--- config.mk ---
export PLATFORM = sky130hd
export DESIGN_NAME = fsg_frame_sync
export DESIGN_NICKNAME = d
export VERILOG_FILES = /design/src/design/fsg_pkg.sv /design/src/design/fsg_tick_gen.sv /design/src/design/fsg_frame_sync.sv
export VERILOG_INCLUDE_DIRS = /design/src /design/src/design
export SDC_FILE = /design/constraint.sdc
export NUM_CORES = 1
export LEC_CHECK = 0
export BUFFER_PORTS_ARGS = -buffer_cell sky130_fd_sc_hd__buf_4
export CORE_ASPECT_RATIO = 0.8
export CORE_MARGIN = 5
export CORE_UTILIZATION = 38
export CTS_CLUSTER_DIAMETER = 80
export DETAILED_ROUTE_END_ITERATION = 12
export PLACE_DENSITY_LB_ADDON = 0.08
export SLEW_MARGIN = 10
export SYNTH_ARGS = -nofsm -noshare
export SYNTH_HDL_FRONTEND = slang
export SYNTH_SLANG_ARGS = --single-unit
--- constraint.sdc ---
create_clock -name core_clk_i -period 4.1 [get_ports core_clk_i]
set_input_delay 0.205 -clock core_clk_i [delete_from_list [all_inputs] [get_ports core_clk_i]]
set_output_delay 0.205 -clock core_clk_i [all_outputs]
set_load 0.05 [all_outputs]
--- src/design/fsg_defines.svh ---
// Purpose: Constants for the frame sync generator: offsets, fields, timing.
// Assumes: 100 MHz core clock.
// Notes:   Times are kept in their own unit; cycle counts derive from them.
`ifndef FSG_DEFINES_SVH
`define FSG_DEFINES_SVH

// ****************************************************************
// Register offsets
// ****************************************************************
`define FSG_ADDR_CTL        8'h18
`define FSG_ADDR_HIGH_UPPER 8'h19
`define FSG_ADDR_HIGH_LOWER 8'h1a
`define FSG_ADDR_LOW_UPPER  8'h1b
`define FSG_ADDR_LOW_LOWER  8'h1c

// ****************************************************************
// Control register fields and reset values
// ****************************************************************
`define FSG_CTL_EN_BIT      0
`define FSG_CTL_DUTY_BIT    1
`define FSG_CTL_INIT_BIT    2
`define FSG_CTL_SRC_LSB     4
`define FSG_CTL_SRC_MSB     7
`define FSG_CTL_WMASK       8'hf7
`define FSG_CTL_RESET       8'h00
`define FSG_TIME_RESET      8'h00
`define FSG_SRC_EXT_BIT     3
`define FSG_RATE_50M        3'h6
`define FSG_RATE_W          3

// ****************************************************************
// Tick timing
// ****************************************************************
`define FSG_CLK_PERIOD_NS   10
`define FSG_FRAME_BITS      30
`define FSG_BIT_NS_2M5      400
`define FSG_BIT_NS_50M      20
`define FSG_TICK_CYC_2M5    ((`FSG_FRAME_BITS * `FSG_BIT_NS_2M5) / `FSG_CLK_PERIOD_NS)
`define FSG_TICK_CYC_50M    ((`FSG_FRAME_BITS * `FSG_BIT_NS_50M) / `FSG_CLK_PERIOD_NS)

`endif

--- src/design/fsg_pkg.sv ---
// Purpose: Types shared by the frame sync generator modules.
// Assumes: Constants come from fsg_defines.svh.
// Notes:   All module state travels as packed structs.
package fsg_pkg;

	typedef struct packed
	{
		logic       wr;
		logic       rd;
		logic [7:0] addr;
		logic [7:0] wdata;
	} fsg_reg_req_t;

	typedef struct packed
	{
		logic [7:0] ctl;
		logic [7:0] high_upper;
		logic [7:0] high_lower;
		logic [7:0] low_upper;
		logic [7:0] low_lower;
	} fsg_regs_t;

endpackage

--- src/design/fsg_tick_gen.sv ---
// Purpose: Generator tick at the back-channel frame period of the chosen port.
// Assumes: Rate code comes from the chosen port's rate setting.
// Notes:   Restart holds the divider so the first tick is a full period away.
`timescale 1ns/1ps
`default_nettype none
`include "fsg_defines.svh"

module fsg_tick_gen
	import fsg_pkg::*;
#(
	parameter int CNT_W = 16
)
(
	// Clock and reset
	input  wire logic       core_clk_i,
	input  wire logic       reset_n_i,
	// Control
	input  wire logic       restart_i,
	input  wire logic [2:0] rate_sel_i,
	// Tick
	output var  logic       tick_o
);

	typedef struct packed
	{
		logic [CNT_W-1:0] cnt;
		logic             tick;
	} fsg_tick_state_t;

	localparam logic [CNT_W-1:0] LIMIT_2M5 = CNT_W'(`FSG_TICK_CYC_2M5 - 1);
	localparam logic [CNT_W-1:0] LIMIT_50M = CNT_W'(`FSG_TICK_CYC_50M - 1);

	fsg_tick_state_t s_r;
	fsg_tick_state_t s_nxt;
	logic [CNT_W-1:0] limit;

	// ****************************************************************
	// Divider
	// ****************************************************************
	always_comb
	begin
		s_nxt = s_r;
		s_nxt.tick = 1'b0;
		limit = (rate_sel_i == `FSG_RATE_50M) ? LIMIT_50M : LIMIT_2M5;
		if (restart_i)
		begin
			s_nxt.cnt = '0;
		end
		else if (s_r.cnt >= limit)
		begin
			s_nxt.cnt = '0;
			s_nxt.tick = 1'b1;
		end
		else
		begin
			s_nxt.cnt = s_r.cnt + CNT_W'(1);
		end
	end

	always_ff @(posedge core_clk_i or negedge reset_n_i)
	begin
		if (!reset_n_i)
		begin
			s_r <= '0;
		end
		else
		begin
			s_r <= s_nxt;
		end
	end

	assign tick_o = s_r.tick;

endmodule
`default_nettype wire

--- src/design/fsg_frame_sync.sv ---
// Purpose: Frame sync source for the back-channel GPIO lines of four ports.
// Assumes: Register strobes, local GPIO and per-port settings are synchronous.
// Notes:   Each rule below is tagged at the logic that carries it out.
// Function
// Two sources: external pin or internal generator.
// External level forwarded to selected ports' lines.
// All four back channels update together.
// External when source 0x8-0xF, generator off.
// Line carries sync only when selected.
// Tick equals chosen port's frame period.
// 2.5 Mbps gives 12 us tick.
// Rate code 110b selects 50 Mbps tick.
// Enable bit selects generator; runs until disabled.
// Source field picks tick port; 0 is port0.
// Mode bit: 0 separate, 1 half duty.
// Phases last programmed count times tick.
// Initial-level bit sets starting level.
// Control and time bytes at 0x18-0x1C.
// 16-bit tick counter; half duty shares duration.
`timescale 1ns/1ps
`default_nettype none
`include "fsg_defines.svh"

module fsg_frame_sync
	import fsg_pkg::*;
#(
	parameter int PORTS      = 4,
	parameter int LINES      = 4,
	parameter int CNT_W      = 16,
	parameter int LOCAL_GPIO = 8
)
(
	// Clock and reset
	input  wire logic                     core_clk_i,
	input  wire logic                     reset_n_i,
	// Register access
	input  wire fsg_reg_req_t             reg_req_i,
	output var  logic [7:0]               reg_rdata_o,
	output var  logic                     reg_rvalid_o,
	// Local GPIO pins
	input  wire logic [LOCAL_GPIO-1:0]    local_gpio_i,
	// Per-port back-channel settings
	input  wire logic [PORTS*3-1:0]       back_channel_rate_select_i,
	input  wire logic [PORTS*LINES-1:0]   back_channel_gpio_sync_sel_i,
	input  wire logic [PORTS*LINES-1:0]   back_channel_gpio_other_i,
	// Back-channel GPIO lines
	output var  logic [PORTS*LINES-1:0]   back_channel_gpio_line_o,
	output var  logic                     frame_sync_o
);

	localparam int NLINE = PORTS * LINES;
	localparam int SEL_W = $clog2(PORTS);
	localparam int GPW   = $clog2(LOCAL_GPIO);

	// ****************************************************************
	// State
	// ****************************************************************
	typedef enum logic [1:0]
	{
		GEN_ST_OFF = 2'h1,
		GEN_ST_RUN = 2'h2
	} fsg_gen_state_t;

	typedef struct packed
	{
		fsg_regs_t        regs;
		fsg_gen_state_t   gen_state;
		logic             gen_level;
		logic [CNT_W-1:0] gen_cnt;
		logic             sync;
		logic [NLINE-1:0] lines;
		logic [7:0]       rdata;
		logic             rvalid;
	} fsg_state_t;

	fsg_state_t s_r;
	fsg_state_t s_nxt;

	// Decoded control fields.
	logic             gen_en;
	logic             duty_half;
	logic             init_level;
	logic [3:0]       src_sel;
	logic [CNT_W-1:0] high_count;
	logic [CNT_W-1:0] low_count;
	logic [CNT_W-1:0] phase_len;
	logic [CNT_W:0]   cnt_plus;
	logic [SEL_W-1:0] tick_port;
	logic [2:0]       tick_rate;
	logic [`FSG_RATE_W-1:0] port_rate [PORTS];
	logic [7:0]       rd_mux;
	logic             tick;
	logic             ext_mode;
	logic             ext_level;
	logic [NLINE-1:0] lines_d;

	assign gen_en     = s_r.regs.ctl[`FSG_CTL_EN_BIT];
	assign duty_half  = s_r.regs.ctl[`FSG_CTL_DUTY_BIT];
	assign init_level = s_r.regs.ctl[`FSG_CTL_INIT_BIT];
	assign src_sel    = s_r.regs.ctl[`FSG_CTL_SRC_MSB:`FSG_CTL_SRC_LSB];
	assign high_count = {s_r.regs.high_upper, s_r.regs.high_lower};
	assign low_count  = {s_r.regs.low_upper, s_r.regs.low_lower};

	// ****************************************************************
	// Tick source
	// ****************************************************************
	// Only the low source bits name a port; higher codes fold onto
	// ports 0 to 3, which keeps every code well defined.
	assign tick_port = src_sel[SEL_W-1:0];
	genvar pi;
	generate
		for (pi = 0; pi < PORTS; pi++)
		begin : g_port
			assign port_rate[pi] = back_channel_rate_select_i[pi*`FSG_RATE_W +: `FSG_RATE_W];
		end
	endgenerate

	assign tick_rate = port_rate[tick_port];

	fsg_tick_gen #(
		.CNT_W      (CNT_W)
	) i_fsg_tick_gen (
		.core_clk_i (core_clk_i),
		.reset_n_i  (reset_n_i),
		.restart_i  (s_r.gen_state != GEN_ST_RUN),
		.rate_sel_i (tick_rate),
		.tick_o     (tick)
	);

	// ****************************************************************
	// Phase length
	// ****************************************************************
	// A zero count would end a phase at the first tick, so it is taken as one tick.
	always_comb
	begin
		if (duty_half || s_r.gen_level)
		begin
			phase_len = high_count;
		end
		else
		begin
			phase_len = low_count;
		end
		if (phase_len == '0)
		begin
			phase_len = CNT_W'(1);
		end
	end

	assign cnt_plus = {1'b0, s_r.gen_cnt} + (CNT_W+1)'(1);

	// ****************************************************************
	// External source
	// ****************************************************************
	// The pin is taken as already synchronous to the core clock; a pin
	// from off the chip needs a synchroniser ahead of this block.
	assign ext_mode  = src_sel[`FSG_SRC_EXT_BIT] && !gen_en;
	assign ext_level = local_gpio_i[src_sel[GPW-1:0]];

	// ****************************************************************
	// Per-line output select
	// ****************************************************************
	genvar gi;
	generate
		for (gi = 0; gi < NLINE; gi++)
		begin : g_line

			assign lines_d[gi] = back_channel_gpio_sync_sel_i[gi] ? s_r.sync
				: back_channel_gpio_other_i[gi];
		end
	endgenerate

	// ****************************************************************
	// Read data
	// ****************************************************************
	// Unmapped offsets answer zero.
	always_comb
	begin
		case (reg_req_i.addr)
			`FSG_ADDR_CTL:
			begin
				rd_mux = s_r.regs.ctl;
			end
			`FSG_ADDR_HIGH_UPPER:
			begin
				rd_mux = s_r.regs.high_upper;
			end
			`FSG_ADDR_HIGH_LOWER:
			begin
				rd_mux = s_r.regs.high_lower;
			end
			`FSG_ADDR_LOW_UPPER:
			begin
				rd_mux = s_r.regs.low_upper;
			end
			`FSG_ADDR_LOW_LOWER:
			begin
				rd_mux = s_r.regs.low_lower;
			end
			default:
			begin
				rd_mux = 8'h00;
			end
		endcase
	end

	// ****************************************************************
	// Next state
	// ****************************************************************
	always_comb
	begin
		s_nxt = s_r;
		s_nxt.rvalid = 1'b0;

		// Register writes.
		if (reg_req_i.wr)
		begin
			case (reg_req_i.addr)
				`FSG_ADDR_CTL:
				begin
					s_nxt.regs.ctl = reg_req_i.wdata & `FSG_CTL_WMASK;
				end
				`FSG_ADDR_HIGH_UPPER:
				begin
					s_nxt.regs.high_upper = reg_req_i.wdata;
				end
				`FSG_ADDR_HIGH_LOWER:
				begin
					s_nxt.regs.high_lower = reg_req_i.wdata;
				end
				`FSG_ADDR_LOW_UPPER:
				begin
					s_nxt.regs.low_upper = reg_req_i.wdata;
				end
				`FSG_ADDR_LOW_LOWER:
				begin
					s_nxt.regs.low_lower = reg_req_i.wdata;
				end
				default:
				begin
					s_nxt.regs = s_r.regs;
				end
			endcase
		end

		// Register reads return the value held before any write this cycle.
		if (reg_req_i.rd)
		begin
			s_nxt.rvalid = 1'b1;
			s_nxt.rdata  = rd_mux;
		end

		// Internal generator. Counts are compared live at every tick, so a
		// rewrite of a time value takes effect within the current phase.
		case (s_r.gen_state)
			GEN_ST_OFF:
			begin
				s_nxt.gen_cnt   = '0;
				s_nxt.gen_level = init_level;
				if (gen_en)
				begin
					s_nxt.gen_state = GEN_ST_RUN;
				end
			end
			GEN_ST_RUN:
			begin
				if (!gen_en)
				begin
					s_nxt.gen_state = GEN_ST_OFF;
					s_nxt.gen_cnt   = '0;
					s_nxt.gen_level = init_level;
				end
				else if (tick)
				begin
					if (cnt_plus >= {1'b0, phase_len})
					begin
						s_nxt.gen_cnt   = '0;
						s_nxt.gen_level = !s_r.gen_level;
					end
					else
					begin
						s_nxt.gen_cnt = cnt_plus[CNT_W-1:0];
					end
				end
			end
			default:
			begin
				// Only an upset can make an illegal code; it parks the generator.
				s_nxt.gen_state = GEN_ST_OFF;
				s_nxt.gen_cnt   = '0;
				s_nxt.gen_level = init_level;
			end
		endcase

		// Source choice; with neither source active the sync rests low.
		if (gen_en)
		begin
			s_nxt.sync = s_nxt.gen_level;
		end
		else if (ext_mode)
		begin
			s_nxt.sync = ext_level;
		end
		else
		begin
			s_nxt.sync = 1'b0;
		end

		// Every line of every port takes its new value on the same edge,
		// so the sync leaves all back channels in the same cycle.
		s_nxt.lines = lines_d;
	end

	// ****************************************************************
	// State register
	// ****************************************************************
	always_ff @(posedge core_clk_i or negedge reset_n_i)
	begin
		if (!reset_n_i)
		begin
			s_r                 <= '0;
			s_r.gen_state       <= GEN_ST_OFF;
			s_r.regs.ctl        <= `FSG_CTL_RESET;
			s_r.regs.high_upper <= `FSG_TIME_RESET;
			s_r.regs.high_lower <= `FSG_TIME_RESET;
			s_r.regs.low_upper  <= `FSG_TIME_RESET;
			s_r.regs.low_lower  <= `FSG_TIME_RESET;
		end
		else
		begin
			s_r <= s_nxt;
		end
	end

	// ****************************************************************
	// Outputs
	// ****************************************************************
	assign reg_rdata_o              = s_r.rdata;
	assign reg_rvalid_o             = s_r.rvalid;
	assign back_channel_gpio_line_o = s_r.lines;
	assign frame_sync_o             = s_r.sync;

endmodule
`default_nettype wire

==> flow_metrics.env, run 1 <==
export IMPL_crit_path_start_kind="flop"
export IMPL_ir_drop_v=0.000207
export IMPL_dp_cells=751
export IMPL_multiInputGateArea_mm2=0.00278
export IMPL_viasPerCell=5.32
export IMPL_cp_arrival_ps=4100
export IMPL_drive_gt1_frac=0.332
export IMPL_wirelength_um=13800
export IMPL_cpLargestDelayFamily="simple AND/OR/NAND/NOR gates"
export IMPL_ys_warn_count=0
export IMPL_crit_path_end_kind="flop"
export IMPL_slowest_delay_ps=570
export IMPL_grt_usage=0.161
export IMPL_critPathRequiredTime_ps=4390
export IMPL_ys_seq_area_frac=0.452
export IMPL_max_slew_margin_rel=0.432
export IMPL_synth_seq_cells=101
export IMPL_cts_root_buf="clkbuf_16"
export IMPL_h_tree_depth=3
export IMPL_final_cell_count_no_fill=768
export IMPL_path_cells="nor2_2, mux2i_1, o2111ai_1, nor2_1, a31oi_1, a21oi_1, ha_1, inv_1, a21oi_1, o311ai_0, nand4_2, nor2_4, a22o_1"
export IMPL_status="completed"
export IMPL_numPortBuffers=97
export IMPL_criticalPathCategory="reg -> reg"
export IMPL_postLayoutCoreUtil=0.464
export IMPL_worst_pin_slew_ps=848
export IMPL_antenna_found_initial=0
export IMPL_initial_utilization=0.390
export IMPL_dieArea_mm2=0.0173
export IMPL_crit_fanout=12
export IMPL_chipWidth_um=146
export IMPL_drt_initial_drc_count=233
export IMPL_clockBufferDepth=2
export IMPL_wire_per_inst_um=17.9
export IMPL_finalMaxSlewViolations=0
export IMPL_cap_violations=0
export IMPL_synth_flop_cell="dfrtp_1"
export IMPL_num_vias=4087
export IMPL_power_density_mw_per_mm2=360
export IMPL_hpwl_um=10300
export IMPL_hp_class="in -> reg"
export IMPL_cts_reportedPaths_clkPinSlew_ps=70
export IMPL_path_buf_inv=1
export IMPL_area_growth_pct=19.0
export IMPL_synth_edff_count=0
export IMPL_fin_skew_ps=9.86
export IMPL_synth_top_area_cell="dfrtp_1"
export IMPL_hold_violations=0
export IMPL_route_antenna_remaining_nets=0
export IMPL_core_mm2=0.0143
export IMPL_synth_async_reset_ratio=1.00
export IMPL_dp_slack_ps=325
export IMPL_post_synth_top_count_cell="dfrtp_1"
export IMPL_cts_sinks=101
export IMPL_finalSetupTns_ps=0
export IMPL_grt_overflow_total=0
export IMPL_syn_avg_cell_area_um2=11.1
export IMPL_row_count=39
export IMPL_pin_count=98
export IMPL_p_total_uw=2400
export IMPL_clock_latency_ps=350
export IMPL_setup_viol=0
export IMPL_yosysTopAreaCellShare=0.447
export IMPL_yosys_top_cells_count="dfrtp_1 (100), mux2_2 (65), nor2_1 (41), a21oi_1 (26), nand3_1 (26)"
export IMPL_worst_slack_ps=292
export IMPL_grt_pass1_vias=4141
export IMPL_grt_max_degree=59
export IMPL_grt_first_pass_wirelength_um=22500
export IMPL_die_h_um=119
export IMPL_critPathSlowestCell="o311ai_0"
export IMPL_gp_congestion=0.817
export IMPL_cpMostUsedCell="a21oi_1"
export IMPL_ctsResizeCount=0
export IMPL_rsz0062_at_grt="no"
export IMPL_seq_area_mm2=0.00253
export IMPL_synthCells=506
export IMPL_nets=676
export IMPL_syn_area_mm2=0.00559
export IMPL_fin_crit_sh=0.929
export IMPL_fillers=1345
export IMPL_yosys_cell_types_count=55
export IMPL_yosys_top_cells_area="dfrtp_1 (45%), mux2_2 (13%), ha_1 (5.6%)"
export IMPL_dr_pass1_iters=5
export IMPL_final_min_clock_period_ps=3810
export IMPL_cts_buffers_inserted=9
export IMPL_fmax_mhz=263
export IMPL_leakagePower_uw=0.00327
export IMPL_drc=0
export IMPL_insertedDiodeCount=0
export IMPL_cts_tree="built"
[metal layers]
metal / vias to the layer above / routed length, um / GRT usage
met2: 114 / 6010 / 0.240
li1: 1986 / - / -
met4: 0 / 166 / 0.0449
met5: - / 0 / 0
met1: 1975 / 6740 / 0.235
met3: 12 / 852 / 0.0390
[state kept, by name (all words and copies together) (netlist names)]
name	flops
back_channel_gpio_line_o	16
duty_half	1
frame_sync_o	1
gen_en	1
high_count	16
i_fsg_tick_gen.s_r	16
i_fsg_tick_gen.tick_o	1
init_level	1
low_count	16
reg_rdata_o	8
reg_rvalid_o	1
s_r	23
[cells in the final DEF (no fill, tap or decap), types with 12 or more instances in the layout]
| cell | netlist | layout |
|---|---|---|
| nor2_1 | 41 | 40 |
| nand3_1 | 26 | 26 |
| mux2i_1 | 16 | 16 |
| mux2_2 | 65 | 65 |
| xnor2_1 | 15 | 15 |
| dfrtp_1 | 100 | 100 |
| and3_1 | 12 | 12 |
| nand2_1 | 23 | 23 |
| o21ai_0 | 13 | 13 |
| ha_1 | 25 | 25 |
| a22o_1 | 16 | 16 |
| a21oi_1 | 26 | 26 |
| buf_4 | 25 | 100 |
[timing repair]
item | in CTS | in global routing
hold endpoints to repair | 57 | 0
hold buffers | 1 | 0
setup buffers | 0 | 0
[worst paths after layout]
check | start | end | slack [ps] | cells after the start
min in group asynchronous | reset_n_i | s_r[35]$_DFFE_PN0P_ | 450 | 2
max in group asynchronous | reset_n_i | s_r[43]$_DFFE_PN1P_ | 2570 | 3
setup / recovery | s_r[42]$_DFF_PN0_ | s_r[36]$_DFFE_PN0P_ | 290 | 13
setup reg to reg | s_r[42]$_DFF_PN0_ | s_r[36]$_DFFE_PN0P_ | 290 | 13
hold reg to reg | i_fsg_tick_gen.s_r[1]$_DFF_PN0_ | i_fsg_tick_gen.s_r[1]$_DFF_PN0_ | 490 | 1
hold / removal | back_channel_gpio_other_i[15] | back_channel_gpio_line_o[15]$_DFF_PN0_ | 80 | 2
[layout make-up]
class                   count  area share
multi-input cells         355       0.418
clock buffers               9      0.0338
clock inverters             7      0.0137
inverters                  11     0.00620
well taps                 184      0.0346
repair buffers            101       0.114
flip-flops and latches    101       0.380
[logic make-up after synthesis]
| logic type | share of synthesized area |
|---|---|
| compound gates | 0.104 |
| xor+xnor | 0.0360 |
| fa+ha+maj | 0.0559 |
| buf+inv | 0.0532 |
| flops | 0.452 |
| mux | 0.168 |
| other cells | 0.000670 |
| simple gates | 0.131 |
[report_power, final]
group          switching (uW)  internal, uW
logic                     229           168
clock network             418           489
registers                46.1          1050
[per-stage QoR]
| stage | hold WS, ps | area, um2 |
|---|---|---|
| after floorplan | -90.6 | 5600 |
| after CTS | 70.8 | 6660 |
| final | 81.7 | 6660 |
| after global routing | 67.0 | 6660 |
| after detailed placement | 332 | 6330 |
| after global placement | 330 | 6330 |
[worst register-to-register path, cell delays in order, from the launching register on]
cell and delay, ps:
dfrtp_1 430, nor2_2 530, mux2i_1 350, o2111ai_1 140, nor2_1 150, a31oi_1 100
a21oi_1 180, ha_1 250, inv_1 50, a21oi_1 50, o311ai_0 570, nand4_2 440
nor2_4 320, a22o_1 180
Power figures use the tool's default switching activity.
==> run 2: changes to the inputs <==
--- a/config.mk
+++ b/config.mk
@@ -12,7 +12,9 @@
 export CORE_UTILIZATION = 38
 export CTS_CLUSTER_DIAMETER = 80
 export DETAILED_ROUTE_END_ITERATION = 12
+export HOLD_SLACK_MARGIN = 0.15
 export PLACE_DENSITY_LB_ADDON = 0.08
+export REMOVE_ABC_BUFFERS = 1
 export SLEW_MARGIN = 10
 export SYNTH_ARGS = -nofsm -noshare
 export SYNTH_HDL_FRONTEND = slang
==> run 2 against run 1 <==
  * Sequential cell count stayed put
  * Clock power shrank 2.3%
  * Sequential share of layout area shrank 2.2 points
  * Core utilization rose by 2.9 points
  * Maximum frequency grew 4.6%
  * Sequential power hardly changed
  * Setup slack improved by 170 ps
  * Worst hold slack gained 270 ps
  * Via count is 4.5% higher
  * Global-route usage rose by 1.0 points
  * Critical path depth is the same
  * Critical endpoint is now s_r[40]$_DFFE_PN0P_
  * Largest power group unchanged
  * Highest routed layer unchanged
==> flow_metrics.env, run 2 (synthesized netlist as in run 1, its figures left out) <==
export IMPL_comb_power_share=0.182
export IMPL_r2r_start="duty_half$_DFFE_PN0P_"
export IMPL_cell_internal_pwr_uw=1730
export IMPL_clock_latency_ps=350
export IMPL_viasPerCell=5.27
export IMPL_largest_reg_flops=23
export IMPL_crit_path_end_kind="flop"
export IMPL_h_tree_depth=3
export IMPL_cts_root_buf="clkbuf_16"
export IMPL_post_cts_buffers=0
export IMPL_wire_per_inst_um=17.8
export IMPL_route_antenna_remaining_nets=0
export IMPL_fin_skew_ps=5.71
export IMPL_finalSetupTns_ps=0
export IMPL_cap_violations=0
export IMPL_row_count=39
export IMPL_cts_reportedPaths_clkPinSlew_ps=70
export IMPL_area_growth_pct=26.5
export IMPL_finalMaxSlewViolations=0
export IMPL_pin_count=98
export IMPL_cts_sinks=101
export IMPL_drc=0
export IMPL_criticalPathCategory="reg -> reg"
export IMPL_gp_congestion=0.874
export IMPL_worstHoldPathCells=3
export IMPL_cpMostUsedCell="a21oi_1"
export IMPL_reg2reg_setup_slack_ps=460
export IMPL_crit_fanout=10
export IMPL_path_cells="nor2_2, mux2i_1, o2111ai_1, nor2_1, a31oi_1, a21oi_1, ha_1, inv_1, a21oi_1, o311ai_1, nand4_2, nor2_4, a22o_1"
export IMPL_hold_violations=0
export IMPL_path_depth=13
export IMPL_drt_initial_drc_count=320
export IMPL_cpLargestDelayFamily="simple AND/OR/NAND/NOR gates"
export IMPL_critPathSlowestCell="dfrtp_1"
export IMPL_rsz0062_at_grt="no"
export IMPL_cts_buffers_inserted=9
export IMPL_antenna_found_initial=0
export IMPL_grt_max_degree=73
export IMPL_chipWidth_um=146
export IMPL_setup_viol=0
export IMPL_numPortBuffers=97
export IMPL_slowest_delay_ps=450
export IMPL_fmax_mhz=275
export IMPL_dr_pass1_iters=4
export IMPL_leakagePower_uw=0.00346
export IMPL_insertedDiodeCount=0
export IMPL_final_min_clock_period_ps=3640
export IMPL_critPathRequiredTime_ps=4380
export IMPL_ir_drop_v=0.000201
export IMPL_num_vias=4270
export IMPL_hpwl_um=10300
export IMPL_dieArea_mm2=0.0173
export IMPL_power_density_mw_per_mm2=342
export IMPL_reg2regPathDepth=13
export IMPL_clockBufferDepth=2
export IMPL_path_buf_inv=1
export IMPL_drive_gt1_frac=0.311
export IMPL_die_h_um=119
export IMPL_regMostFlops="s_r"
export IMPL_grt_usage=0.172
export IMPL_layout_commonest_cell="buf_4"
export IMPL_status="completed"
export IMPL_grt_first_pass_wirelength_um=24100
export IMPL_reg2reg_to="s_r[40]$_DFFE_PN0P_"
export IMPL_min_to="low_count[2]$_DFFE_PN0P_"
export IMPL_core_mm2=0.0143
export IMPL_seq_power_share=0.452
export IMPL_grt_pass1_vias=4437
export IMPL_p_sw_uw=685
export IMPL_wirelength_um=14400
export IMPL_worst_pin_slew_ps=947
export IMPL_hp_start="reg_req_i[17]"
export IMPL_swShare=0.283
export IMPL_cp_arrival_ps=3920
export IMPL_hp_class="in -> reg"
export IMPL_fin_crit_sh=0.888
export IMPL_nets=719
export IMPL_clkPwrFrac=0.367
export IMPL_layout_common_cells="buf_4 (102), dfrtp_1 (100), mux2_2 (65)"
export IMPL_crit_path_start_kind="flop"
export IMPL_postLayoutCoreUtil=0.493
export IMPL_grt_overflow_total=0
export IMPL_initial_utilization=0.390
export IMPL_max_slew_margin_rel=0.369
export IMPL_cts_tree="built"
==> run 2: cell count changes in the layout (fill, tap and decap cells not counted) <==
cell           previous run  this run
o311ai_0                  2         1
inv_6                     2         3
clkbuf_1                  0         1
clkinv_4                  1         0
inv_8                     1         0
o311ai_1                  0         1
buf_4                   100       102
dlygate4sd3_1             1        42
==> run 2: area by class of cell <==
cell class                 instances  area, um2
clock buffer                      10        229
sequential                       101       2530
timing repair buffer             144       1190
tap                              184        230
fill                            1297       7270
multi-input combinational        355       2780
clock inverter                     6       80.1
inverter                          11       41.3
==> run 2: repair_timing <==
action                                  CTS  global route
hold buffers                             42             0
resized for setup                         0             1
endpoints found under the setup margin    0             8
hold endpoints to repair                129             0
==> run 2: metrics by stage <==
stage,hold WS [ps],cell area [um2],setup slack (ps),cells,total power (uW)
after CTS,347,7080,255,811,2450
final,352,7080,460,811,2420
after global routing,356,7080,119,811,2540
after detailed placement,421,6350,276,753,1510
after global placement,391,6350,284,753,1510
after floorplan,-90.6,5350,259,467,1330
==> run 2: worst max-delay path by stage <==
stage	startpoint	end	slack, ps
6_report	duty_half$_DFFE_PN0P_	s_r[40]$_DFFE_PN0P_	460
5_1_grt	s_r[42]$_DFF_PN0_	s_r[40]$_DFFE_PN0P_	120
4_1_cts	s_r[42]$_DFF_PN0_	s_r[40]$_DFFE_PN0P_	250
3_5_place_dp	s_r[42]$_DFF_PN0_	s_r[40]$_DFFE_PN0P_	280
3_3_place_gp	s_r[42]$_DFF_PN0_	s_r[41]$_DFFE_PN0P_	280
2_1_floorplan	s_r[42]$_DFF_PN0_	s_r[28]$_DFFE_PN0P_	260
==> run 2: power groups by stage <==
stage / sequential (uW) / clock, uW / combinational (uW)
2_1_floorplan: 1160 / 0 / 171
3_3_place_gp: 1110 / 0 / 399
3_5_place_dp: 1110 / 0 / 405
4_1_cts: 1090 / 913 / 443
5_1_grt: 1100 / 953 / 486
6_report: 1090 / 886 / 439
==> run 2: routing by layer <==
layer | vias to the layer above | track usage | part of all wire
li1 | 2060 | - | -
met1 | 2073 | 0.251 | 0.48
met2 | 119 | 0.253 | 0.44
met3 | 18 | 0.0459 | 0.063
met4 | 0 | 0.0449 | 0.012
met5 | - | 0 | 0
==> run 2: worst min-delay path: cells and delay by family <==
kind,cells,cell delay (ps)
buffers and inverters,1,140
multiplexers,1,170
AND/OR/NAND/NOR,1,150
==> run 3: changes to the inputs <==
--- a/config.mk
+++ b/config.mk
@@ -10,6 +10,7 @@
 export CORE_ASPECT_RATIO = 0.8
 export CORE_MARGIN = 5
 export CORE_UTILIZATION = 38
+export CTS_BUF_LIST = sky130_fd_sc_hd__clkbuf_4 sky130_fd_sc_hd__clkbuf_8 sky130_fd_sc_hd__clkbuf_16
 export CTS_CLUSTER_DIAMETER = 80
 export DETAILED_ROUTE_END_ITERATION = 12
 export HOLD_SLACK_MARGIN = 0.15
@@ -19,3 +20,4 @@
 export SYNTH_ARGS = -nofsm -noshare
 export SYNTH_HDL_FRONTEND = slang
 export SYNTH_SLANG_ARGS = --single-unit
+export TNS_END_PERCENT = 1
==> run 3 against run 2 <==
  * Highest routed layer unchanged
  * Final area about the same
  * Global-route usage about the same
  * Sequential power about the same
  * Non-clock buffer count is the same
  * Cell count unchanged
==> flow_metrics.env, run 3 (synthesized netlist as in run 1, its figures left out) <==
export IMPL_area_growth_pct=26.6
export IMPL_p_sw_uw=688
export IMPL_cp_arrival_ps=3920
export IMPL_worst_pin_slew_ps=943
export IMPL_grt_first_pass_wirelength_um=24100
export IMPL_dpl_cell_area_mm2=0.00635
export IMPL_pin_count=98
export IMPL_h_tree_depth=3
export IMPL_cell_internal_pwr_uw=1740
export IMPL_fin_skew_ps=6.04
export IMPL_initial_utilization=0.390
export IMPL_drc=0
export IMPL_hp_class="in -> reg"
export IMPL_antenna_found_initial=0
export IMPL_fillers=1299
export IMPL_multiInputGateArea_mm2=0.00278
export IMPL_finalSetupTns_ps=0
export IMPL_status="completed"
export IMPL_path_cells="nor2_2, mux2i_1, o2111ai_1, nor2_1, a31oi_1, a21oi_1, ha_1, inv_1, a21oi_1, o311ai_1, nand4_2, nor2_4, a22o_1"
export IMPL_criticalPathCategory="reg -> reg"
export IMPL_reg2regPathDepth=13
export IMPL_slowest_delay_ps=450
export IMPL_chipWidth_um=146
export IMPL_dr_pass1_iters=6
export IMPL_final_min_clock_period_ps=3640
export IMPL_cts_root_buf="clkbuf_16"
export IMPL_finalMaxSlewViolations=0
export IMPL_rsz0062_at_grt="no"
export IMPL_seq_area_mm2=0.00253
export IMPL_fin_crit_sh=0.888
export IMPL_worstHoldPathCells=3
export IMPL_hold_violations=0
export IMPL_clockBufferDepth=2
export IMPL_cts_reportedPaths_clkPinSlew_ps=70
export IMPL_clock_latency_ps=350
export IMPL_p_total_uw=2430
export IMPL_ir_drop_v=0.000202
export IMPL_cts_buffers_inserted=9
export IMPL_layout_common_cells="buf_4 (102), dfrtp_1 (100), mux2_2 (65)"
export IMPL_layout_commonest_cell="buf_4"
export IMPL_insertedDiodeCount=0
export IMPL_drt_initial_drc_count=328
export IMPL_comb_power_share=0.181
export IMPL_grt_usage=0.172
export IMPL_die_h_um=119
export IMPL_grt_pass1_vias=4420
export IMPL_postLayoutCoreUtil=0.493
export IMPL_critPathRequiredTime_ps=4380
export IMPL_final_area_mm2=0.00708
export IMPL_gp_congestion=0.874
export IMPL_viasPerCell=5.26
export IMPL_power_density_mw_per_mm2=343
export IMPL_largest_reg_flops=23
export IMPL_crit_fanout=10
export IMPL_reg2reg_to="s_r[40]$_DFFE_PN0P_"
export IMPL_core_mm2=0.0143
export IMPL_drive_gt1_frac=0.313
export IMPL_dp_slack_ps=276
export IMPL_reg2reg_setup_slack_ps=460
export IMPL_critPathSlowestCell="dfrtp_1"
export IMPL_row_count=39
export IMPL_r2r_start="duty_half$_DFFE_PN0P_"
export IMPL_route_antenna_remaining_nets=0
export IMPL_hp_start="reg_req_i[17]"
export IMPL_setup_viol=0
export IMPL_wirelength_um=14400
export IMPL_grt_max_degree=73
export IMPL_worst_slack_ps=458
export IMPL_leakagePower_uw=0.00347
export IMPL_regMostFlops="s_r"
export IMPL_swShare=0.283
export IMPL_grt_overflow_total=0
export IMPL_crit_path_start_kind="flop"
export IMPL_wire_per_inst_um=17.8
export IMPL_clkPwrFrac=0.369
export IMPL_cap_violations=0
export IMPL_num_vias=4262
export IMPL_hpwl_um=10300
export IMPL_crit_path_end_kind="flop"
export IMPL_seq_power_share=0.450
export IMPL_cts_tree="built"
export IMPL_post_cts_buffers=0
export IMPL_fmax_mhz=275
export IMPL_max_slew_margin_rel=0.371
export IMPL_numPortBuffers=97
export IMPL_cpMostUsedCell="a21oi_1"
export IMPL_nets=719
export IMPL_dieArea_mm2=0.0173
export IMPL_min_to="low_count[2]$_DFFE_PN0P_"
export IMPL_cts_sinks=101
-- run 3: cell types whose count changed in the layout (fill, tap and decap cells not counted) --
cell and delta:
clkbuf_4 +1, clkbuf_1 -1
-- run 3: worst max-delay path by stage --
stage	slack [ps]	to	from	depth (start not counted)
floorplan	260	s_r[28]$_DFFE_PN0P_	s_r[42]$_DFF_PN0_	13
global placement	280	s_r[41]$_DFFE_PN0P_	s_r[42]$_DFF_PN0_	13
detailed placement	280	s_r[40]$_DFFE_PN0P_	s_r[42]$_DFF_PN0_	13
CTS	260	s_r[40]$_DFFE_PN0P_	duty_half$_DFFE_PN0P_	13
global route	120	s_r[40]$_DFFE_PN0P_	s_r[42]$_DFF_PN0_	13
finish	460	s_r[40]$_DFFE_PN0P_	duty_half$_DFFE_PN0P_	13
-- run 3: worst max-delay path: cells and delay by family, from the launching register on --
family,cells,cell delay (ps)
muxes,1,430
and+or+nand+nor,4,1190
AOI/OAI and AO/OA,6,1160
buffers and inverters,1,50
adders and majority gates,1,280
DFF,1,450
-- run 3: metrics by stage --
stage / std cells / hold slack, ps
floorplan: 467 / -90.6
global placement: 753 / 391
detailed placement: 753 / 421
CTS: 811 / 349
global route: 811 / 353
finish: 811 / 350
-- run 3: final cells by class --
class | instances | share of cell area
Multi-Input combinational cell | 355 | 0.393
Sequential cell | 101 | 0.357
Timing Repair Buffer | 144 | 0.168
Clock buffer | 10 | 0.0329
Tap cell | 184 | 0.0325
Clock inverter | 6 | 0.0113
Inverter | 11 | 0.00583
-- run 3: what timing repair did --
item	4_1_cts	5_1_grt
setup endpoints to repair	0	8
endpoints found under the hold margin	129	0
hold buffers	42	0
resized for setup	0	1
-- run 3: power groups by stage --
stage	clock, uW	combinational (uW)	sequential (uW)
after detailed placement	0	405	1110
after global placement	0	399	1110
after CTS	919	443	1090
final	895	440	1090
after floorplan	0	171	1160
after global routing	964	485	1100
-- run 3: per-layer routing --
metal  GRT usage  up-vias  part of all wire
li1            -     2063                 -
met1       0.253     2065              0.48
met2       0.253      113              0.44
met3      0.0467       21             0.065
met4      0.0414        0             0.014
met5           0        -                 0
